<file path="src/hw/nvsc_cfg.svh">
// timing and sequence constants for the nvsram host controller
// assumes a 10 MHz clock driving the host logic
`ifndef NVSC_CFG_SVH
`define NVSC_CFG_SVH
`define NVSC_CLK_NS        100
`define NVSC_T_STORE_NS    10000000
`define NVSC_T_RECALL_NS   20000
`define NVSC_T_RESTORE_NS  550000
`define NVSC_T_DELAY_NS    1000
`define NVSC_STORE_CYC     ((`NVSC_T_STORE_NS + `NVSC_CLK_NS - 1) / `NVSC_CLK_NS)
`define NVSC_RECALL_CYC    ((`NVSC_T_RECALL_NS + `NVSC_CLK_NS - 1) / `NVSC_CLK_NS)
`define NVSC_RESTORE_CYC   ((`NVSC_T_RESTORE_NS + `NVSC_CLK_NS - 1) / `NVSC_CLK_NS)
`define NVSC_DELAY_CYC     ((`NVSC_T_DELAY_NS + `NVSC_CLK_NS - 1) / `NVSC_CLK_NS)
`define NVSC_SEQ0          14'h0E38
`define NVSC_SEQ1          14'h31C7
`define NVSC_SEQ2          14'h03E0
`define NVSC_SEQ3          14'h3C1F
`define NVSC_SEQ4          14'h303F
`define NVSC_SEQ_STORE     14'h0FC0
`define NVSC_SEQ_RECALL    14'h0C63
`endif

</file>
<file path="src/hw/nvsc_pkg.sv">
// types for the nvsram host controller
// assumes nvsc_cfg.svh is compiled alongside
`default_nettype none
package nvsc_pkg;
    typedef enum logic [6:0] {
        ST_IDLE  = 7'h01,
        ST_SETUP = 7'h02,
        ST_STRB  = 7'h04,
        ST_HOLD  = 7'h08,
        ST_WAIT  = 7'h10,
        ST_HWST  = 7'h20,
        ST_DONE  = 7'h40
    } nvsc_state_type;
    typedef enum logic [1:0] {
        OP_READ   = 2'h0,
        OP_WRITE  = 2'h1,
        OP_STORE  = 2'h2,
        OP_RECALL = 2'h3
    } nvsc_op_type;
endpackage
`default_nettype wire

</file>
<file path="src/hw/nvsc_host.sv">
// host-side controller for a 32K x 8 nvsram on an asynchronous bus
// assumes device pins are wired directly; store_busy_n has a pull-up
`default_nettype none
`include "nvsc_cfg.svh"

module nvsc_host #(
    parameter int STORE_CYC   = `NVSC_STORE_CYC,
    parameter int RECALL_CYC  = `NVSC_RECALL_CYC,
    parameter int RESTORE_CYC = `NVSC_RESTORE_CYC,
    parameter int SETUP_CYC   = 1,
    parameter int STRB_CYC    = 1
) (
    input  wire logic               clk_i,
    input  wire logic               rst_n_i,
    input  wire logic               req_valid_i,
    input  wire nvsc_pkg::nvsc_op_type req_op_i,
    input  wire logic [14:0]        req_addr_i,
    input  wire logic [7:0]         req_wdata_i,
    output logic                    req_ready_o,
    output logic                    rsp_valid_o,
    output logic [7:0]              rsp_rdata_o,
    output logic                    hw_store_i_dummy_o,
    input  wire logic               hw_store_req_i,
    output logic [14:0]             address_lines_o,
    output logic [7:0]              data_lines_o,
    output logic                    data_lines_oe_n_o,
    input  wire logic [7:0]         data_lines_i,
    output logic                    chip_en_n_o,
    output logic                    out_en_n_o,
    output logic                    write_en_n_o,
    input  wire logic               store_busy_n_i,
    output logic                    store_busy_n_o,
    output logic                    store_busy_n_oe_n_o
);
    localparam int CW = 24;
    localparam int SWAIT = STORE_CYC + `NVSC_DELAY_CYC;

    initial begin
        if (STORE_CYC < 1 || RECALL_CYC < 1 || RESTORE_CYC < 1 ||
            SETUP_CYC < 1 || STRB_CYC < 1 || SWAIT >= (1 << CW))
            $error("nvsc_host: timing parameters out of range");
    end

    // ----------------------------------------------------------------
    // functions
    // ----------------------------------------------------------------
    // sequence address for step n of a store or recall
    function automatic logic [13:0] seq_addr(input logic [2:0] n,
                                             input logic rec);
        case (n)
            3'h0:    seq_addr = `NVSC_SEQ0;
            3'h1:    seq_addr = `NVSC_SEQ1;
            3'h2:    seq_addr = `NVSC_SEQ2;
            3'h3:    seq_addr = `NVSC_SEQ3;
            3'h4:    seq_addr = `NVSC_SEQ4;
            default: seq_addr = rec ? `NVSC_SEQ_RECALL : `NVSC_SEQ_STORE;
        endcase
    endfunction
    function automatic logic [CW-1:0] to_cnt(input int v);
        to_cnt = CW'(v);
    endfunction

    // ----------------------------------------------------------------
    // pin synchronisers
    // ----------------------------------------------------------------
    logic [7:0] dq_s1_q, dq_s2_q;
    logic       busy_s1_q, busy_s2_q;
    // two flops before any logic reads the device pins
    always_ff @(posedge clk_i) begin
        if (!rst_n_i) begin
            dq_s1_q   <= 8'h00;
            dq_s2_q   <= 8'h00;
            busy_s1_q <= 1'b1;
            busy_s2_q <= 1'b1;
        end else begin
            dq_s1_q   <= data_lines_i;
            dq_s2_q   <= dq_s1_q;
            busy_s1_q <= store_busy_n_i;
            busy_s2_q <= busy_s1_q;
        end
    end

    // ----------------------------------------------------------------
    // sequencer
    // ----------------------------------------------------------------
    nvsc_pkg::nvsc_state_type state_q;
    nvsc_pkg::nvsc_op_type    op_q;
    logic [CW-1:0]            cnt_q;
    logic [2:0]               step_q;
    logic [14:0]              addr_q;
    logic [7:0]               wdata_q;
    logic                     ce_n_q, we_n_q, drv_q, hsb_q, rsp_q, seq_op;
    logic [7:0]               rdata_q;
    assign seq_op      = op_q inside {nvsc_pkg::OP_STORE, nvsc_pkg::OP_RECALL};
    // no new request while busy is low or the nv cycle runs
    assign req_ready_o = state_q == nvsc_pkg::ST_IDLE && busy_s2_q;
    // main access state machine; waits restore time after reset
    always_ff @(posedge clk_i) begin
        if (!rst_n_i) begin
            state_q <= nvsc_pkg::ST_WAIT;
            cnt_q   <= to_cnt(RESTORE_CYC);
            op_q    <= nvsc_pkg::OP_READ;
            step_q  <= 3'h0;
            addr_q  <= 15'h0000;
            wdata_q <= 8'h00;
            ce_n_q  <= 1'b1;
            we_n_q  <= 1'b1;
            drv_q   <= 1'b0;
            hsb_q   <= 1'b0;
            rsp_q   <= 1'b0;
            rdata_q <= 8'h00;
        end else begin
            rsp_q <= 1'b0;
            case (state_q)
                nvsc_pkg::ST_IDLE: begin
                    if (hw_store_req_i && busy_s2_q) begin
                        hsb_q   <= 1'b1;
                        cnt_q   <= to_cnt(SWAIT);
                        state_q <= nvsc_pkg::ST_HWST;
                    end else if (req_valid_i && busy_s2_q) begin
                        op_q    <= req_op_i;
                        wdata_q <= req_wdata_i;
                        step_q  <= 3'h0;
                        addr_q  <= (req_op_i == nvsc_pkg::OP_STORE ||
                                    req_op_i == nvsc_pkg::OP_RECALL) ?
                                   {1'b0, seq_addr(3'h0, 1'b0)} :
                                   req_addr_i;
                        cnt_q   <= to_cnt(SETUP_CYC);
                        state_q <= nvsc_pkg::ST_SETUP;
                    end
                end
                // address settles with strobes high before enable falls
                nvsc_pkg::ST_SETUP: begin
                    drv_q <= (op_q == nvsc_pkg::OP_WRITE);
                    if (cnt_q == to_cnt(1)) begin
                        ce_n_q  <= 1'b0;
                        we_n_q  <= !(op_q == nvsc_pkg::OP_WRITE);
                        cnt_q   <= to_cnt(STRB_CYC + 2);
                        state_q <= nvsc_pkg::ST_STRB;
                    end else begin
                        cnt_q <= cnt_q - to_cnt(1);
                    end
                end
                // strobe held long enough for synchronised read data
                nvsc_pkg::ST_STRB: begin
                    if (cnt_q == to_cnt(1)) begin
                        rdata_q <= dq_s2_q;
                        ce_n_q  <= 1'b1;
                        we_n_q  <= 1'b1;
                        state_q <= nvsc_pkg::ST_HOLD;
                    end else begin
                        cnt_q <= cnt_q - to_cnt(1);
                    end
                end
                // data and address held one cycle past the rising edge
                nvsc_pkg::ST_HOLD: begin
                    drv_q <= 1'b0;
                    if (seq_op && step_q != 3'h5) begin
                        step_q  <= step_q + 3'h1;
                        addr_q  <= {1'b0, seq_addr(step_q + 3'h1,
                                    op_q == nvsc_pkg::OP_RECALL)};
                        cnt_q   <= to_cnt(SETUP_CYC);
                        state_q <= nvsc_pkg::ST_SETUP;
                    end else if (seq_op) begin
                        cnt_q   <= (op_q == nvsc_pkg::OP_STORE) ?
                                   to_cnt(STORE_CYC) :
                                   to_cnt(RECALL_CYC);
                        state_q <= nvsc_pkg::ST_WAIT;
                    end else begin
                        rsp_q   <= 1'b1;
                        state_q <= nvsc_pkg::ST_IDLE;
                    end
                end
                // nonvolatile cycle in progress: bus left quiet
                nvsc_pkg::ST_WAIT: begin
                    if (cnt_q <= to_cnt(1)) begin
                        rsp_q   <= 1'b1;
                        state_q <= nvsc_pkg::ST_DONE;
                    end else begin
                        cnt_q <= cnt_q - to_cnt(1);
                    end
                end
                // pin store: a high pin means done only after the grace time
                nvsc_pkg::ST_HWST: begin
                    hsb_q <= 1'b0;
                    if (cnt_q <= to_cnt(1) || (!hsb_q && busy_s2_q &&
                        cnt_q < to_cnt(SWAIT - `NVSC_DELAY_CYC - 4))) begin
                        state_q <= nvsc_pkg::ST_DONE;
                    end else begin
                        cnt_q <= cnt_q - to_cnt(1);
                    end
                end
                nvsc_pkg::ST_DONE: begin
                    if (busy_s2_q) begin
                        state_q <= nvsc_pkg::ST_IDLE;
                    end
                end
                default: state_q <= nvsc_pkg::ST_IDLE;
            endcase
        end
    end

    // ----------------------------------------------------------------
    // pin drive
    // ----------------------------------------------------------------
    // oe stays high on writes and during sequence reads
    assign out_en_n_o          = !(state_q == nvsc_pkg::ST_STRB &&
                                   op_q == nvsc_pkg::OP_READ);
    assign address_lines_o     = addr_q;
    assign data_lines_o        = wdata_q;
    assign data_lines_oe_n_o   = !drv_q;
    assign chip_en_n_o         = ce_n_q;
    assign write_en_n_o        = we_n_q;
    assign store_busy_n_o      = 1'b0;
    assign store_busy_n_oe_n_o = !hsb_q;
    assign rsp_valid_o         = rsp_q;
    assign rsp_rdata_o         = rdata_q;
    assign hw_store_i_dummy_o  = busy_s2_q;
endmodule // nvsc_host
`default_nettype wire

</file>
<file path="config.mk">
export PLATFORM = sky130hd
export DESIGN_NAME = nvsc_host
export DESIGN_NICKNAME = d
export VERILOG_FILES = /design/src/hw/nvsc_pkg.sv /design/src/hw/nvsc_host.sv
export VERILOG_INCLUDE_DIRS = /design/src /design/src/hw
export SDC_FILE = /design/constraint.sdc
export NUM_CORES = 1
export LEC_CHECK = 0
export BUFFER_PORTS_ARGS = -buffer_cell sky130_fd_sc_hd__buf_2
export CORE_MARGIN = 4
export CORE_UTILIZATION = 55
export DETAILED_ROUTE_END_ITERATION = 8
export GPL_TIMING_DRIVEN = 0
export PLACE_DENSITY = 0.79
export SETUP_SLACK_MARGIN = 0.1
export SLEW_MARGIN = 20
export SYNTH_ARGS = -nofsm -noshare
export SYNTH_HDL_FRONTEND = slang
export SYNTH_SLANG_ARGS = --single-unit
</file>
<file path="constraint.sdc">
create_clock -name clk_i -period 3.4 [get_ports clk_i]
set_clock_uncertainty 0.15 [all_clocks]
set_input_delay 0.85 -clock clk_i [delete_from_list [all_inputs] [get_ports clk_i]]
set_output_delay 0.85 -clock clk_i [all_outputs]
set_load 0.02 [all_outputs]
</file>
==> metrics <==
Synth top area share=42.47%; storage element area=1802 um2; first-pass GRT wire length=19220 um; Req. time, crit path=3.50 ns; CTS buffer count=9; Worst Setup SP=state_q[2]; max cap viols=0; hold_buf cts=0; Inst Count DP=686; Starting Density=57.57%; initial antenna violation count=0; row count=31; gr usage total=27.11%; Yosys warning count=0; post-synthesis sequential area ratio=42.47%; I/O Pins=78; CP max-delay cell=a2111oi_0; layout cells sized above 1=17.74%; worst slew pin tran=1.133 ns; CP Cell Sequence=clkbuf_1 -> nor3_1 -> nand4b_1 -> a2111oi_0 -> nor3_1 -> a21oi_1 -> nor2_1; WL/cell=16.97 um; Max Slew Vio Count=0; fin util=67.62%; DRT Pass-1 Iters=5; total core area=7370 um2; ranking of synthesized cells by area=dfxtp_1 42%, nor2_1 6.5%, a21oi_1 4.7%, mux2i_1 4.2%, and2_1 2.9%; number of diodes=0; RSZ-0062 raised after global routing=false; Root Driver=clkbuf_8; Chip Height=95.83 um; worst vdd ir=445.9 uV; Layout Cells excl Fill=702; Initial DRC Count=371; R2R Setup Slk=0.27 ns; Final TNS setup=0 ns; Fmax achieved=0.3199 GHz; status=complete, no violations; Most common cell on crit path=nor3_1; Net Count, Synth=556; syn avg cell area=8.303 um2; area of the multi-input gates=2268 um2; worst-path maximum fanout=9; Comb power frac=40.3%; Hold Violations, Final=0; largest net degree at the start of global routing=17; routed vias/inst=6.097; Final Wtd Congestion=0.9490; P_int=2163 uW; Die Area=9183 um2; ys async rst share=0%; Worst Setup EP=address_lines_o[4]; cell area after synthesis=4243 um2; Sequential Power Share=36.5%; Clk pwr share=23.2%; Post-synth EDFFs=0; hold path start=busy_s1_q; Fill cells=612; Startpoint Class=flip-flop; minimum clock period=3.126 ns; routed vias=4280; Net Sw Power=1462 uW; Clock Tree Buf Depth=2; CP Class=reg -> reg; worst slack at placement=0.4144 ns; Tcrit/Tclk final=91.94%; CP Capture Type=flip-flop; Seq cells post-synth=90; dpl hpwl=8463 um; max incr delay on CP=1.05 ns; most frequent cell after synthesis=dfxtp_1; Worst R2R Start=state_q[2]; WHS Path Cells=1; GRT overflow=0; CTS tree=built; Die Wd=95.83 um; Port Buffers=76; setup ws final=0.2740 ns; switching share of power=40.33%; WP data arrival=3.23 ns; Primary FF master, synth=dfxtp_1; layout net count=643; Commonest cells post-synth=90 x dfxtp_1, 74 x nor2_1, 40 x a21oi_1; Clock Sink Count=90; Post-Syn Instances=511; Worst Hold Margin=0.2676 ns; PwrDens=727.5 nW/um2; CTS HTree Levels=3; area delta synth->final=17.46%; P_leak=0.002146 uW; FF-to-FF End=address_lines_o[4]; clk slew on worst S/H paths=0.10 ns; relative slew slack=22.48%; Skew-Pair Late Insertion Delay=0.37 ns; DR DRC count=0; path type of the worst min-delay path=reg -> reg; Routed Antenna Nets=0; vias in the first global route=4113; post-synth top area cell=dfxtp_1; setup violators final=0; Total Wirelength=11910 um; worst-case reg-to-reg path depth=7; Synth cell types=59
[state kept, by name (all words and copies together) (netlist names)]
register,cells
cnt_q,24
address_lines_o,15
data_lines_o,8
dq_s1_q,8
dq_s2_q,8
rsp_rdata_o,8
state_q,7
step_q,3
op_q,2
busy_s1_q,1
chip_en_n_o,1
drv_q,1
hsb_q,1
hw_store_i_dummy_o,1
rsp_valid_o,1
write_en_n_o,1
[placed cells by master (no fill, tap or decap), types with 3 or more instances in the layout]
cell type	n
and3_1	5
clkbuf_8	9
o21ai_1	10
a211oi_1	9
buf_6	4
nor2_1	74
nand2b_1	9
o221a_1	3
ha_1	7
o211ai_1	8
dfxtp_1	90
a31oi_1	3
nor4_1	10
and2_1	20
o311ai_0	3
nand4_1	6
nand3_1	14
or3_1	9
o21bai_1	4
nor2b_1	4
or4_1	6
buf_2	77
nor3b_1	4
nor3_1	22
nand3b_1	3
a21oi_1	40
clkbuf_1	23
o21ai_0	18
inv_1	12
nand2_1	33
a2111oi_0	3
mux2i_1	18
[kinds of logic after synthesis]
| group | count (synthesis) | synth area share [%] |
|---|---|---|
| buf+inv | 40 | 4.364 |
| compound gates | 122 | 18.58 |
| fa+ha+maj | 7 | 2.064 |
| simple gates | 232 | 27.99 |
| xor+xnor | 1 | 0.2065 |
| other cells | 1 | 0.08838 |
| mux | 18 | 4.246 |
| flops | 90 | 42.47 |
[worst max-delay path, delay by kind of cell (launching register included)]
kind	cells	cell delay [ns]
AND/OR/NAND/NOR	4	1.12
AO/OA/AOI/OAI	2	1.22
flip-flops	1	0.31
buffers and inverters	1	0.20
[final cells by class]
class                      count  share of cell area (%)
clock inverter                 6                   1.933
buffer                        28                   2.812
multi-input combinational    381                   45.52
timing repair buffer          76                   7.632
clock buffer                  10                   2.561
inverter                      12                  0.9038
sequential                    90                   36.15
tap                           99                   2.486
[metrics by stage]
| step | power, uW | instance area [um2] |
|---|---|---|
| after floorplan | 2357 | 4243 |
| after global placement | 2693 | 4747 |
| after detailed placement | 2733 | 4747 |
| after CTS | 3574 | 4971 |
| after global routing | 3819 | 4984 |
| final | 3625 | 4984 |
[power groups by stage]
stage                     logic (uW)  registers, uW  clock network [uW]
after global routing            1580           1340                 897
after CTS                       1420           1310                 847
after detailed placement        1400           1330                   0
after global placement          1370           1330                   0
final                           1460           1320                 841
after floorplan                 1030           1330                   0
[worst min path at each step]
stage                         endpoint  slack [ns]
floorplan           hw_store_i_dummy_o        0.24
global placement    hw_store_i_dummy_o        0.24
detailed placement  hw_store_i_dummy_o        0.25
CTS                 hw_store_i_dummy_o        0.27
global route        hw_store_i_dummy_o        0.31
finish              hw_store_i_dummy_o        0.27
[layer usage]
| metal | vias up | wire length (um) | global-route usage [%] |
|---|---|---|---|
| li1 | 2023 | - | - |
| met1 | 1951 | 4930 | 33.66 |
| met2 | 259 | 5340 | 42.15 |
| met3 | 47 | 1305 | 10.16 |
| met4 | 0 | 337 | 11.49 |
| met5 | - | 0 | 0 |
[timing repair]
action	CTS	global route
buffers inserted	0	0
endpoints found under the setup margin	0	3
resized for setup	0	2
Power figures use the tool's default switching activity.
